<file path="config.mk">
export PLATFORM = sky130hd
export DESIGN_NAME = mros_top
export DESIGN_NICKNAME = d
export VERILOG_FILES = /design/src/hw/mros_pkg.sv /design/src/hw/mros_fifo.sv /design/src/hw/mros_sync.sv /design/src/hw/mros_top.sv
export VERILOG_INCLUDE_DIRS = /design/src /design/src/hw
export SDC_FILE = /design/constraint.sdc
export NUM_CORES = 1
export LEC_CHECK = 0
export ABC_AREA = 1
export BUFFER_PORTS_ARGS = -buffer_cell sky130_fd_sc_hd__buf_2
export CORE_ASPECT_RATIO = 0.7
export CORE_MARGIN = 1.5
export CORE_UTILIZATION = 58
export CTS_BUF_LIST = sky130_fd_sc_hd__clkbuf_4 sky130_fd_sc_hd__clkbuf_8
export DETAILED_ROUTE_END_ITERATION = 10
export PLACE_DENSITY = 0.83
export SLEW_MARGIN = 30
export SYNTH_ARGS = -nofsm -noshare
export SYNTH_HDL_FRONTEND = slang
export SYNTH_SLANG_ARGS = --single-unit
</file>
<file path="constraint.sdc">
create_clock -name pclk -period 2.8 [get_ports pclk]
set_clock_uncertainty 0.15 [all_clocks]
set_input_delay 0.14 -clock pclk [delete_from_list [all_inputs] [get_ports pclk]]
set_output_delay 0.14 -clock pclk [all_outputs]
set_load 0.02 [all_outputs]
</file>
<file path="src/hw/mros_defs.svh">
// register map, field positions, reset values and text codes of the output selector
`ifndef MROS_DEFS_SVH
`define MROS_DEFS_SVH

`define MROS_OFS_CTRL      8'h00
`define MROS_OFS_MASK      8'h04
`define MROS_OFS_CMD       8'h08
`define MROS_OFS_STAT      8'h0C

`define MROS_CTRL_AUTO_BIT 0
`define MROS_CMD_QUERY_BIT 0
`define MROS_STAT_BUSY_BIT 0
`define MROS_STAT_PEND_BIT 1
`define MROS_STAT_OVL_BIT  2
`define MROS_STAT_GPIB_BIT 3
`define MROS_STAT_LVL_LSB  4

`define MROS_RST_AUTO      1'b0
`define MROS_RST_MASK      8'h14
`define MROS_ITEM_MASK     7'h7F
`define MROS_ITEM_CNT      3'h7

`define MROS_CHR_COMMA     8'h2C
`define MROS_CHR_TERM      8'h0A
`define MROS_CHR_ZERO      8'h30
`define MROS_CHR_ALPHA     8'h37

`endif

</file>
<file path="src/hw/mros_pkg.sv">
// types shared by the result output selector
package mros_pkg;

  // formatter states, one-hot
  typedef enum logic [4:0] {
    st_idle  = 5'b00001,
    st_scan  = 5'b00010,
    st_comma = 5'b00100,
    st_digit = 5'b01000,
    st_term  = 5'b10000
  } mros_state_t;

endpackage

</file>
<file path="src/hw/mros_fifo.sv">
// byte fifo with registered output stage
`timescale 1ns/10ps
module mros_fifo #(
  parameter int WIDTH = 8,
  parameter int DEPTH = 8
) (
  input  wire logic                     clk,
  input  wire logic                     rst_n,
  input  wire logic                     ce,
  input  wire logic [WIDTH-1:0]         in_data,
  input  wire logic                     in_valid,
  output      logic                     in_ready,
  output      logic [WIDTH-1:0]         out_data,
  output      logic                     out_valid,
  input  wire logic                     out_ready,
  output      logic [$clog2(DEPTH):0]   level
);

  localparam int AW = $clog2(DEPTH);
  localparam logic [AW-1:0] LAST = AW'(DEPTH - 1);

  logic [WIDTH-1:0] mem [0:DEPTH-1];
  logic [AW-1:0]    wr_ptr_ff;
  logic [AW-1:0]    rd_ptr_ff;
  logic [AW:0]      cnt_ff;
  logic [WIDTH-1:0] out_data_ff;
  logic             out_valid_ff;
  logic             wr;
  logic             load;

  // full stalls the writer, so back-pressure reaches the formatter
  assign in_ready  = (cnt_ff != (AW+1)'(DEPTH));
  assign wr        = in_valid & in_ready;
  assign load      = (cnt_ff != '0) & (~out_valid_ff | out_ready);
  assign out_data  = out_data_ff;
  assign out_valid = out_valid_ff;
  assign level     = cnt_ff;

  // storage array, no reset needed
  always_ff @(posedge clk) begin
    if (ce && wr) begin
      mem[wr_ptr_ff] <= in_data;
    end
  end

  // pointers and fill count
  always_ff @(posedge clk or negedge rst_n) begin
    if (!rst_n) begin
      wr_ptr_ff <= '0;
      rd_ptr_ff <= '0;
      cnt_ff    <= '0;
    end else if (ce) begin
      if (wr) begin
        wr_ptr_ff <= (wr_ptr_ff == LAST) ? '0 : wr_ptr_ff + 1'b1;
      end
      if (load) begin
        rd_ptr_ff <= (rd_ptr_ff == LAST) ? '0 : rd_ptr_ff + 1'b1;
      end
      cnt_ff <= cnt_ff + (AW+1)'(wr) - (AW+1)'(load);
    end
  end

  // output register keeps the top-level outputs flop driven
  always_ff @(posedge clk or negedge rst_n) begin
    if (!rst_n) begin
      out_data_ff  <= '0;
      out_valid_ff <= 1'b0;
    end else if (ce) begin
      if (load) begin
        out_data_ff  <= mem[rd_ptr_ff];
        out_valid_ff <= 1'b1;
      end else if (out_ready) begin
        out_valid_ff <= 1'b0;
      end
    end
  end

endmodule

</file>
<file path="src/hw/mros_sync.sv">
// two-stage synchroniser for pin inputs
`timescale 1ns/10ps
module mros_sync #(
  parameter int WIDTH = 1
) (
  input  wire logic             clk,
  input  wire logic             rst_n,
  input  wire logic             ce,
  input  wire logic [WIDTH-1:0] din,
  output      logic [WIDTH-1:0] dout
);

  logic [WIDTH-1:0] meta_ff;
  logic [WIDTH-1:0] sync_ff;

  // first stage feeds only the second one
  always_ff @(posedge clk or negedge rst_n) begin
    if (!rst_n) begin
      meta_ff <= '0;
      sync_ff <= '0;
    end else if (ce) begin
      meta_ff <= din;
      sync_ff <= meta_ff;
    end
  end

  assign dout = sync_ff;

endmodule

</file>
<file path="src/hw/mros_top.sv">
// measurement result output selector: apb registers, formatter, tx fifo
//
// Decided for this implementation: the APB register port and the address map.
`timescale 1ns/10ps
`include "mros_defs.svh"

// Functional notes
// - auto on: push result after each measurement
// - auto off: nothing sent on completion
// - pushed result uses query response layout
// - no automatic push over the gpib link
// - auto push settable and readable as on/off
// - selection mask holds 0 to 255
// - mask chooses items in query response
// - bit n selects item n, bit7 unused
// - mask 20 gives capacitance and loss values
module mros_top #(
  parameter int ADDR_W = 8,
  parameter int ITEM_W = 16,
  parameter int FIFO_D = 8
) (
  input  wire logic              pclk,
  input  wire logic              presetn,
  input  wire logic              pclk_en,
  input  wire logic              psel,
  input  wire logic              penable,
  input  wire logic              pwrite,
  input  wire logic [ADDR_W-1:0] paddr,
  input  wire logic [31:0]       pwdata,
  output      logic [31:0]       prdata,
  output      logic              pready,
  output      logic              pslverr,
  input  wire logic              meas_done_pin,
  input  wire logic              link_gpib_pin,
  input  wire logic [ITEM_W-1:0] item_load_no,
  input  wire logic [ITEM_W-1:0] item_d_judge,
  input  wire logic [ITEM_W-1:0] item_d_value,
  input  wire logic [ITEM_W-1:0] item_c_judge,
  input  wire logic [ITEM_W-1:0] item_c_value,
  input  wire logic [ITEM_W-1:0] item_sorting_class,
  input  wire logic [ITEM_W-1:0] item_status,
  output      logic [7:0]        tx_data,
  output      logic              tx_valid,
  input  wire logic              tx_ready
);

  localparam int NIB   = ITEM_W / 4;
  localparam int NW    = (NIB > 1) ? $clog2(NIB) : 1;
  localparam int LVL_W = $clog2(FIFO_D) + 1;

  // ----------------------------------------------------------------
  // declarations
  // ----------------------------------------------------------------
  logic [1:0]               pins_s;
  logic                     meas_s;
  logic                     gpib_s;
  logic                     meas_d_ff;
  logic                     meas_rise;

  logic                     auto_ff;
  logic [7:0]               mask_ff;
  logic                     push_pend_ff;
  logic                     query_pend_ff;
  logic                     ovl_ff;

  logic [31:0]              prdata_ff;
  logic                     pready_ff;
  logic                     pslverr_ff;
  logic                     access;
  logic                     commit;
  logic                     hit;
  logic [31:0]              rd_val;
  logic                     query_evt;
  logic                     push_evt;
  logic                     start;

  mros_pkg::mros_state_t    state_ff;
  mros_pkg::mros_state_t    nxt_state;
  logic [2:0]               idx_ff;
  logic [2:0]               nxt_idx;
  logic [NW-1:0]            nib_ff;
  logic [NW-1:0]            nxt_nib;
  logic                     first_ff;
  logic                     nxt_first;
  logic [6:0]               sel_ff;
  logic [ITEM_W-1:0]        item_w  [0:6];
  logic [ITEM_W-1:0]        snap_ff [0:6];
  logic [3:0]               nibble;

  logic [7:0]               fmt_data;
  logic                     fmt_valid;
  logic                     fmt_ready;
  logic [LVL_W-1:0]         fifo_lvl;

  // ----------------------------------------------------------------
  // pin inputs
  // ----------------------------------------------------------------
  mros_sync #(
    .WIDTH (2)
  ) u_sync (
    .clk   (pclk),
    .rst_n (presetn),
    .ce    (pclk_en),
    .din   ({link_gpib_pin, meas_done_pin}),
    .dout  (pins_s)
  );

  assign meas_s = pins_s[0];
  assign gpib_s = pins_s[1];

  // completion is the rising edge of the synchronised done level
  always_ff @(posedge pclk or negedge presetn) begin
    if (!presetn) begin
      meas_d_ff <= 1'b0;
    end else if (pclk_en) begin
      meas_d_ff <= meas_s;
    end
  end

  assign meas_rise = meas_s & ~meas_d_ff;

  // ----------------------------------------------------------------
  // apb slave, one wait state so every answer comes from a flop
  // ----------------------------------------------------------------
  assign access = psel & penable;
  assign commit = access & pready_ff & pwrite & ~pslverr_ff;

  // read mux and address decode
  always_comb begin
    rd_val = 32'h0000_0000;
    hit    = 1'b1;
    if (paddr == `MROS_OFS_CTRL) begin
      rd_val[`MROS_CTRL_AUTO_BIT] = auto_ff;
    end else if (paddr == `MROS_OFS_MASK) begin
      rd_val[7:0] = mask_ff;
    end else if (paddr == `MROS_OFS_CMD) begin
      rd_val = 32'h0000_0000;
    end else if (paddr == `MROS_OFS_STAT) begin
      rd_val[`MROS_STAT_BUSY_BIT] = (state_ff != mros_pkg::st_idle);
      rd_val[`MROS_STAT_PEND_BIT] = push_pend_ff | query_pend_ff;
      rd_val[`MROS_STAT_OVL_BIT]  = ovl_ff;
      rd_val[`MROS_STAT_GPIB_BIT] = gpib_s;
      rd_val[`MROS_STAT_LVL_LSB +: LVL_W] = fifo_lvl;
    end else begin
      hit = 1'b0;
    end
  end

  // answer registers; unmapped addresses answer with pslverr
  always_ff @(posedge pclk or negedge presetn) begin
    if (!presetn) begin
      pready_ff  <= 1'b0;
      pslverr_ff <= 1'b0;
      prdata_ff  <= 32'h0000_0000;
    end else if (pclk_en) begin
      if (access && !pready_ff) begin
        pready_ff  <= 1'b1;
        pslverr_ff <= ~hit;
        prdata_ff  <= pwrite ? 32'h0000_0000 : rd_val;
      end else begin
        pready_ff  <= 1'b0;
        pslverr_ff <= 1'b0;
        prdata_ff  <= 32'h0000_0000;
      end
    end
  end

  assign prdata  = prdata_ff;
  assign pready  = pready_ff;
  assign pslverr = pslverr_ff;

  // control register: auto push on/off
  always_ff @(posedge pclk or negedge presetn) begin
    if (!presetn) begin
      auto_ff <= `MROS_RST_AUTO;
    end else if (pclk_en) begin
      if (commit && paddr == `MROS_OFS_CTRL) begin
        auto_ff <= pwdata[`MROS_CTRL_AUTO_BIT];
      end
    end
  end

  // selection mask, full 8 bits kept though bit 7 selects nothing
  always_ff @(posedge pclk or negedge presetn) begin
    if (!presetn) begin
      mask_ff <= `MROS_RST_MASK;
    end else if (pclk_en) begin
      if (commit && paddr == `MROS_OFS_MASK) begin
        mask_ff <= pwdata[7:0];
      end
    end
  end

  // ----------------------------------------------------------------
  // request sources
  // ----------------------------------------------------------------
  assign query_evt = commit & (paddr == `MROS_OFS_CMD) &
                     pwdata[`MROS_CMD_QUERY_BIT];
  // gpib link never gets unprompted output
  assign push_evt  = meas_rise & auto_ff & ~gpib_s;
  assign start     = (state_ff == mros_pkg::st_idle) &
                     (push_pend_ff | query_pend_ff);

  // pending requests; a new one in the start cycle is kept
  always_ff @(posedge pclk or negedge presetn) begin
    if (!presetn) begin
      push_pend_ff  <= 1'b0;
      query_pend_ff <= 1'b0;
    end else if (pclk_en) begin
      push_pend_ff  <= push_evt | (push_pend_ff & ~start);
      query_pend_ff <= query_evt | (query_pend_ff & ~start);
    end
  end

  // sticky flag: query while auto push is on may interleave
  always_ff @(posedge pclk or negedge presetn) begin
    if (!presetn) begin
      ovl_ff <= 1'b0;
    end else if (pclk_en) begin
      if (query_evt && auto_ff) begin
        ovl_ff <= 1'b1;
      end else if (commit && paddr == `MROS_OFS_STAT &&
                   pwdata[`MROS_STAT_OVL_BIT]) begin
        ovl_ff <= 1'b0;
      end
    end
  end

  // ----------------------------------------------------------------
  // result formatter, shared by query and push
  // ----------------------------------------------------------------
  // item order follows mask bit order
  always_comb begin
    item_w[0] = item_load_no;
    item_w[1] = item_d_judge;
    item_w[2] = item_d_value;
    item_w[3] = item_c_judge;
    item_w[4] = item_c_value;
    item_w[5] = item_sorting_class;
    item_w[6] = item_status;
  end

  // snapshot at start so a late measurement cannot tear a line
  always_ff @(posedge pclk or negedge presetn) begin
    if (!presetn) begin
      for (int i = 0; i < 7; i++) begin
        snap_ff[i] <= '0;
      end
      sel_ff <= 7'h00;
    end else if (pclk_en) begin
      if (start) begin
        for (int i = 0; i < 7; i++) begin
          snap_ff[i] <= item_w[i];
        end
        sel_ff <= mask_ff[6:0] & `MROS_ITEM_MASK;
      end
    end
  end

  assign nibble = snap_ff[idx_ff][{nib_ff, 2'b00} +: 4];

  // next state and output byte
  always_comb begin
    nxt_state = state_ff;
    nxt_idx   = idx_ff;
    nxt_nib   = nib_ff;
    nxt_first = first_ff;
    fmt_valid = 1'b0;
    fmt_data  = 8'h00;
    case (state_ff)
      mros_pkg::st_idle: begin
        if (start) begin
          // one path for both sources keeps the layout identical
          nxt_state = mros_pkg::st_scan;
          nxt_idx   = 3'h0;
          nxt_first = 1'b1;
        end
      end
      mros_pkg::st_scan: begin
        if (idx_ff == `MROS_ITEM_CNT) begin
          nxt_state = mros_pkg::st_term;
        end else if (sel_ff[idx_ff]) begin
          nxt_nib   = NW'(NIB - 1);
          nxt_state = first_ff ? mros_pkg::st_digit
                               : mros_pkg::st_comma;
        end else begin
          nxt_idx = idx_ff + 3'h1;
        end
      end
      mros_pkg::st_comma: begin
        fmt_valid = 1'b1;
        fmt_data  = `MROS_CHR_COMMA;
        if (fmt_ready) begin
          nxt_state = mros_pkg::st_digit;
        end
      end
      mros_pkg::st_digit: begin
        fmt_valid = 1'b1;
        fmt_data  = (nibble < 4'hA) ? `MROS_CHR_ZERO + {4'h0, nibble}
                                    : `MROS_CHR_ALPHA + {4'h0, nibble};
        if (fmt_ready) begin
          if (nib_ff == '0) begin
            nxt_state = mros_pkg::st_scan;
            nxt_idx   = idx_ff + 3'h1;
            nxt_first = 1'b0;
          end else begin
            nxt_nib = nib_ff - 1'b1;
          end
        end
      end
      mros_pkg::st_term: begin
        fmt_valid = 1'b1;
        fmt_data  = `MROS_CHR_TERM;
        if (fmt_ready) begin
          nxt_state = mros_pkg::st_idle;
        end
      end
      default: begin
        nxt_state = mros_pkg::st_idle;
      end
    endcase
  end

  // formatter registers
  always_ff @(posedge pclk or negedge presetn) begin
    if (!presetn) begin
      state_ff <= mros_pkg::st_idle;
      idx_ff   <= 3'h0;
      nib_ff   <= '0;
      first_ff <= 1'b1;
    end else if (pclk_en) begin
      state_ff <= nxt_state;
      idx_ff   <= nxt_idx;
      nib_ff   <= nxt_nib;
      first_ff <= nxt_first;
    end
  end

  // ----------------------------------------------------------------
  // transmit fifo toward the serial transmitter
  // ----------------------------------------------------------------
  mros_fifo #(
    .WIDTH (8),
    .DEPTH (FIFO_D)
  ) u_fifo (
    .clk       (pclk),
    .rst_n     (presetn),
    .ce        (pclk_en),
    .in_data   (fmt_data),
    .in_valid  (fmt_valid),
    .in_ready  (fmt_ready),
    .out_data  (tx_data),
    .out_valid (tx_valid),
    .out_ready (tx_ready & pclk_en),
    .level     (fifo_lvl)
  );

endmodule

</file>
==> summary.md, run 1 <==
| Metric | Value |
|---|---|
| Iter 0 DRT Violations | 917 |
| Diodes inserted | 0 |
| Switching Fraction | 0.364 |
| Unique masters post-synth | 43 |
| Register share of total power | 0.385 |
| Drt wl/cell | 17.9 um |
| Switch Pwr | 3.89 mW |
| P_int | 6.81 mW |
| Cell Area, Synth | 11000 um^2 |
| Clk_lat worst skew | 0.52 ns |
| Syn avg cell area | 9.59 um^2 |
| Place WS | 0.224 ns |
| Ys Warns | 0 |
| I/O pin count | 204 |
| Drt drc | 0 |
| CTS tree | yes |
| IR drop worst, VDD | 0.498 mV |
| Status | finished, final reports clean |
| Area grow syn2layout | 28.2% |
| Worst Setup End Kind | flop |
| Postcts setup bufs | 0 |
| TritonRoute pass-1 iters | 7 |
| PD cells | 758 nW/um^2 |
| Routed wire length | 30.6 mm |
| Yosys reg bits | 231 |
| Combinational share of power | 0.332 |
| Port Buf Inserts | 154 |
| Startpoint Class | input port |
| GPL Wtd Cong | 0.879 |
| Critical Path AT | 2.97 ns |
| CTS sink cnt | 231 |
| Die Span Y | 118 um |
| Minimum clock period | 2.68 ns |
| Starting Density | 0.602 |
| Final hold vios | 0 |
| CP required | 3.09 ns |
| First-pass GRT wire length | 48.9 mm |
| Dpl cell area | 11900 um^2 |
| Vias | 9673 |
| Most common cell after layout, fill and taps aside | nand2_1 |
| Die width | 168 um |
| Setup Crit Path Kind | input port to flop |
| Synth Flop Type | dfrtp_1 |
| RSZ-0062 raised after global routing | false |
| Vias in the first global route | 9698 |
| Root Driver | clkbuf_8 |
| Routed Antenna Nets | 0 |
| Worst r2r src | idx_ff[1] |
| Final Instance Area | 14100 um^2 |
| Clock share of power | 0.282 |
| Worst Tran Pin Value | 0.894 ns |
| Worst-path clk slew | 0.06 ns |
| FF-to-FF End | u_fifo.mem[3][2] |
| TritonCTS Buffers | 35 |
| Fin Setup TNS | 0 ns |
| Gr usage total | 0.314 |
| Crit Path Max Fanout | 2 |
| Relative slew slack | 0.404 |
| # setup viols final | 0 |
| Tcrit/Tclk final | 0.959 |
| Ys async rst share | 0.758 |
| Worst-case reg-to-reg path depth | 14 |
| Fin nets | 1629 |
| Initial antenna violation count | 0 |
| Core area | 18300 um^2 |
| Final HPWL DP | 17.0 mm |
| Worst hold path class | input port to async pin |
| Register area share after synthesis | 0.550 |
| Share of layout cells above drive strength 1 | 0.228 |
| Max Buffers Root-to-Sink | 3 |
| Detail-routed via count per cell | 5.65 |
| H-tree levels | 2 |
| EDFF count, synth | 56 |
| Most frequent cells in the layout | nand2_1 (195), dfrtp_1 (170), buf_2 (152), dlygate4sd3_1 (144), nor2_1 (132) |
| Max-cap viol count | 0 |
| Leak | 6.97 nW |
| Core Rows | 41 |
| Synthesized instance count | 1149 |
| Worst Setup Slack, final | 0.115 ns |
| Die area | 19900 um^2 |
| Fmax | 372 MHz |
| Pin count of the biggest net entering global routing | 174 |
| R2r setup slk | 0.20 ns |
| Fin. max-slew vios | 0 |
| Grt ovf | 0 |
## cell type report
type | count | area, um^2
repair buffers | 325 | 2490
flip-flops and latches | 231 | 6070
inverters | 110 | 415
fillers | 1076 | 4180
clock inverters | 3 | 46.3
clock buffers | 57 | 716
well taps | 236 | 295
multi-input cells | 750 | 4100
## per-layer routing
layer | part of all wire | global-route usage | up-vias | wire length [um]
met3 | 0.089 | 0.0713 | 119 | 2720
met1 | 0.40 | 0.405 | 4577 | 12300
met2 | 0.47 | 0.516 | 577 | 14500
met5 | 0 | 0 | - | 0
met4 | 0.035 | 0.124 | 0 | 1070
li1 | - | - | 4400 | -
## state kept, by name, summed over array words and instances (netlist names), 3 cells and up
name / count
u_fifo.level: 4
snap_ff: 112
prdata: 8
u_fifo.out_data: 7
state_ff: 5
mask_ff: 8
u_fifo.wr_ptr_ff: 3
u_fifo.mem: 56
u_fifo.rd_ptr_ff: 3
idx_ff: 3
sel_ff: 7
## cells in the mapped netlist, drive strengths merged (8+ instances only)
cell,count,area (um^2)
ha,14,175
nand2,202,778
o211ai,15,113
o21ai,79,407
nand3,93,480
edfxtp,56,1680
nand4,9,62.6
clkbuf,19,71.3
a21oi,61,305
o221ai,8,70.1
mux2,67,754
inv,107,404
nor2,136,523
dfrtp,171,4280
buf,63,477
## worst max-delay path: stages
cell           delay, ns
dlygate4sd3_1       0.54
buf_2               0.12
nor2_1              0.08
dlygate4sd3_1       0.56
nand2_1             0.07
dlygate4sd3_1       0.57
nor3_2              0.18
nand3_1             0.13
nand2_1             0.07
dlygate4sd3_1       0.53
## per-stage QoR
| step | instances | hold WS [ns] | utilization | power (mW) |
|---|---|---|---|---|
| after detailed placement | 1508 | 0.0541 | 0.650 | 7.43 |
| after CTS | 1712 | 0.0543 | 0.771 | 10.6 |
| after global routing | 1712 | 0.0928 | 0.772 | 11.3 |
| after global placement | 1508 | 0.0547 | 0.650 | 7.29 |
| after floorplan | 1173 | -0.306 | - | 6.51 |
| final | 1712 | 0.0661 | 0.772 | 10.7 |
## power by group through the flow
stage                     sequential (mW)  clock, mW  combinational [mW]
after floorplan                      4.12          0                2.38
after global placement               4.15          0                3.14
after detailed placement             4.17          0                3.27
after CTS                            4.11       3.02                3.45
after global routing                 4.16       3.22                3.92
final                                4.12       3.02                3.56
## how the worst max path moves through the flow
| stage | endpoint | startpoint | slack, ns | cells after the start |
|---|---|---|---|---|
| final | query_pend_ff | paddr[6] | 0.12 | 10 |
| after global routing | u_fifo.level[2] | pclk_en | 0.02 | 14 |
| after CTS | u_fifo.level[2] | pclk_en | 0.1 | 14 |
| after detailed placement | u_fifo.mem[0][2] | idx_ff[1] | 0.22 | 14 |
| after global placement | u_fifo.mem[1][2] | idx_ff[1] | 0.25 | 14 |
| after floorplan | u_fifo.mem[6][0] | state_ff[1] | 0.46 | 9 |
## repair_timing
action,in CTS,in global routing
hold buffers,144,0
gates resized for setup,0,6
hold endpoints to repair,218,0
setup endpoints to repair,0,26
## cell families after synthesis
kind of cell | count (synthesis) | synth area share
simple gates | 453 | 0.174
flops | 231 | 0.550
buf+inv | 192 | 0.0874
compound gates | 181 | 0.0941
mux | 74 | 0.0748
fa+ha+maj | 15 | 0.0177
xor+xnor | 2 | 0.00159
other cells | 1 | 0.000340
(Power assumes the default switching activity.)
==> run 2, diff against run 1 <==
--- a/config.mk
+++ b/config.mk
@@ -6,7 +6,6 @@
 export SDC_FILE = /design/constraint.sdc
 export NUM_CORES = 1
 export LEC_CHECK = 0
-export ABC_AREA = 1
 export BUFFER_PORTS_ARGS = -buffer_cell sky130_fd_sc_hd__buf_2
 export CORE_ASPECT_RATIO = 0.7
 export CORE_MARGIN = 1.5
==> summary.md, run 2 <==
| Metric | Value |
|---|---|
| Syn avg cell area | 14.2 um^2 (+48%) |
| TritonCTS Buffers | 36 (+2.9%) |
| Top cell type by total area after synthesis | dfrtp_1 |
| Gr usage total | 0.322 (+0.00833) |
| Pin count of the biggest net entering global routing | 70 (-60%) |
| Fmax | 333 MHz (-11%) |
| Leak | 6.87 nW (-1.4%) |
| Iter 0 DRT Violations | 779 (-15%) |
| Pwr Total | 8.49 mW (-21%) |
| Fin. max-slew vios | 0 (unchanged) |
| Worst Setup Slack, final | -0.202 ns (-0.317 ns) |
| # setup viols final | 40 (+40) |
| Minimum clock period | 3.00 ns (+0.317 ns) |
| RSZ-0062 raised after global routing | true |
| Synthesized instance count | 750 (-35%) |
| Leading cell types by count after synthesis | dfrtp_1 (171), mux2_2 (149), edfxtp_1 (56), nand2_1 (37), mux4_2 (32) |
| Vias | 8033 (-17%) |
| Register area share after synthesis | 0.570 (+0.0195) |
| Die Span Y | 116 um (-1.7%) |
| Drt drc | 0 (unchanged) |
| Final HPWL DP | 17.0 mm (+0.21%) |
| Vias in the first global route | 8474 (-13%) |
| CTS sink cnt | 231 (unchanged) |
| Starting Density | 0.591 (-0.0106) |
| Final Instance Area | 14300 um^2 (+1.0%) |
| Routed Antenna Nets | 0 (unchanged) |
| Worst Tran Pin Value | 0.719 ns (-0.175 ns) |
| Die area | 19200 um^2 (-3.3%) |
| Initial antenna violation count | 3 (+3) |
| Yosys reg bits | 231 (unchanged) |
| Synth top area share | 0.402 (+0.0137) |
| Most frequent cell after synthesis | dfrtp_1 |
| Root Driver | clkbuf_8 |
| Worst-path clk slew | 0.06 ns (about the same) |
| First-pass GRT wire length | 45.7 mm (-6.6%) |
| FF-to-FF End | u_fifo.mem[2][1] |
| Crit Path Max Fanout | 8 (+6) |
| Crit path from | idx_ff[0] |
| Worst r2r src | idx_ff[0] |
| Final hold vios | 0 (unchanged) |
| Failing checks | setup timing |
| Core area | 18000 um^2 (-1.7%) |
| H-tree levels | 2 (unchanged) |
| Clk_lat worst skew | 0.55 ns (+0.03 ns) |
| Most frequent cells in the layout | dfrtp_1 (170), buf_2 (154), mux2_2 (149), dlygate4sd3_1 (136), edfxtp_1 (56) |
| Crit-path cells | buf_6 -> buf_6 -> mux4_2 -> o21ai_0 -> o22ai_1 -> or2_4 -> buf_6 -> a21o_1 -> o21ai_4 |
| Startpoint Class | flop |
| TritonRoute pass-1 iters | 5 (-2) |
| Port Buf Inserts | 154 (unchanged) |
| Dpl cell area | 11800 um^2 (-0.59%) |
| Core Rows | 41 (unchanged) |
| Max-cap viol count | 0 (unchanged) |
| Top cell by count, worst path | buf_6 |
| PD cells | 595 nW/um^2 (-22%) |
| Worst Setup End Kind | flop |
| Ys Warns | 0 (unchanged) |
| Setup crit end | u_fifo.mem[2][1] |
| FILL cells | 937 (-13%) |
| Unique masters post-synth | 58 (+35%) |
| Area grow syn2layout | 34.0% |
| IR drop worst, VDD | 0.407 mV (-18%) |
| Worst hold path class | input port to async pin |
| Worst-case reg-to-reg path depth | 9 (-5) |
| Ys async rst share | 0.758 (unchanged) |
| CTS tree | yes |
| Max reg flops | 112 (unchanged) |
| Biggest register | snap_ff |
| R2r setup slk | -0.20 ns (-0.40 ns) |
| Biggest registers after layout | snap_ff (112), u_fifo.mem (56) |
| Final core occ | 0.793 (+0.0211) |
| Fin nets | 1268 (-22%) |
| Drt wl/cell | 22.5 um (+26%) |
| Detail-routed via count per cell | 5.92 (+4.8%) |
| Die width | 165 um (-1.7%) |
| Critical Path AT | 3.17 ns (+0.20 ns) |
| Synth area leaders | dfrtp_1 (40%), edfxtp_1 (16%), mux2_2 (16%) |
| Cell Area, Synth | 10600 um^2 (-3.4%) |
| Max Buffers Root-to-Sink | 3 (unchanged) |
| Synth Flop Type | dfrtp_1 |
| Most common cell after layout, fill and taps aside | dfrtp_1 |
| Slowest CP cell | mux4_2 |
| Worst hold margin | 0.0282 ns (-0.0379 ns) |
| Status | complete, but fails checks |
| Share of layout cells above drive strength 1 | 0.437 (+0.209) |
| CP required | 2.97 ns (-0.12 ns) |
| GPL Wtd Cong | 0.900 (+2.4%) |
| Grt ovf | 0 (unchanged) |
| Tcrit/Tclk final | 1.07 (+0.113) |
| Setup Crit Path Kind | flop to flop |
| Relative slew slack | 0.520 (+0.116) |
| I/O pin count | 204 (unchanged) |
| EDFF count, synth | 56 (unchanged) |
| Largest stage delay, worst path | 0.51 ns (-0.06 ns) |
| Routed wire length | 30.5 mm (-0.14%) |
## run 2: changes by cell type in the layout (fill, tap and decap cells not counted), moves of 21 or more
cell	previous run	this run
a21oi_1	61	7
buf_4	22	43
inv_1	101	17
mux2_2	67	149
mux4_2	0	32
nand2_1	195	37
nand3_1	90	7
nor2_1	132	23
o21ai_0	64	24
## run 2: cell type report
class	count	area (um^2)	share of cell area
Sequential cell	231	6070	0.425
Antenna cell	2	5.00	0.000351
Clock inverter	12	88.8	0.00622
Multi-Input combinational cell	457	4400	0.308
Inverter	20	75.1	0.00526
Tap cell	236	295	0.0207
Timing Repair Buffer	346	2660	0.186
Clock buffer	53	686	0.0480
## run 2: cells by family (layout without fill, tap and decap cells)
| family | after synthesis | in the layout | synth area share |
|---|---|---|---|
| xor+xnor | 4 | 4 | 0.00329 |
| other cells | 1 | 27 | 0.000352 |
| compound gates | 94 | 94 | 0.0619 |
| simple gates | 113 | 113 | 0.0530 |
| flops | 231 | 231 | 0.570 |
| mux | 206 | 206 | 0.249 |
| buf+inv | 86 | 431 | 0.0447 |
| fa+ha+maj | 15 | 15 | 0.0183 |
## run 2: how the worst min path moves through the flow
stage | to | cells past startpoint | slack (ns) | from
CTS | snap_ff[48] | 3 | 0.01 | presetn
global route | snap_ff[32] | 3 | 0.06 | presetn
detailed placement | snap_ff[64] | 1 | -0.06 | presetn
floorplan | auto_ff | 0 | -0.31 | presetn
finish | snap_ff[48] | 3 | 0.03 | presetn
global placement | snap_ff[64] | 1 | -0.06 | presetn
## run 2: metrics by stage
step	TNS (ns)	setup WS [ns]	instances
CTS	-0.0872	-0.0133	1352
global placement	-2.25	-0.114	1148
detailed placement	-6.32	-0.239	1148
finish	-5.46	-0.202	1357
global route	-7.70	-0.244	1357
floorplan	0	0.00550	774
## run 2: routing by layer
layer | wire (um) | vias up | track usage | part of all wire
met4 | 1380 | 0 | 0.143 | 0.045
li1 | - | 3423 | - | -
met1 | 12000 | 3980 | 0.406 | 0.39
met2 | 14500 | 494 | 0.537 | 0.47
met3 | 2680 | 136 | 0.0778 | 0.088
met5 | 0 | - | 0 | 0
## run 2: report_power, final
group	total, mW	switching [mW]	internal, mW
clock network	3.08	1.41	1.67
registers	3.79	0.208	3.58
logic	1.62	0.833	0.783
total	8.49	2.45	6.04
## run 2: worst max-delay path, delay by kind of cell, from the launching register on
kind | cells | cell delay [ns]
compound gates | 4 | 0.98
buf+inv | 3 | 0.40
flops | 1 | 0.44
mux | 1 | 0.51
simple gates | 1 | 0.30
## run 2: repair_timing
item / 4_1_cts / 5_1_grt
endpoints found under the setup margin: 45 / 57
hold buffers: 137 / 0
gates cloned: 0 / 1
pin swaps: 3 / 11
hold endpoints to repair: 312 / 0
buffers inserted: 2 / 2
resized for setup: 20 / 26
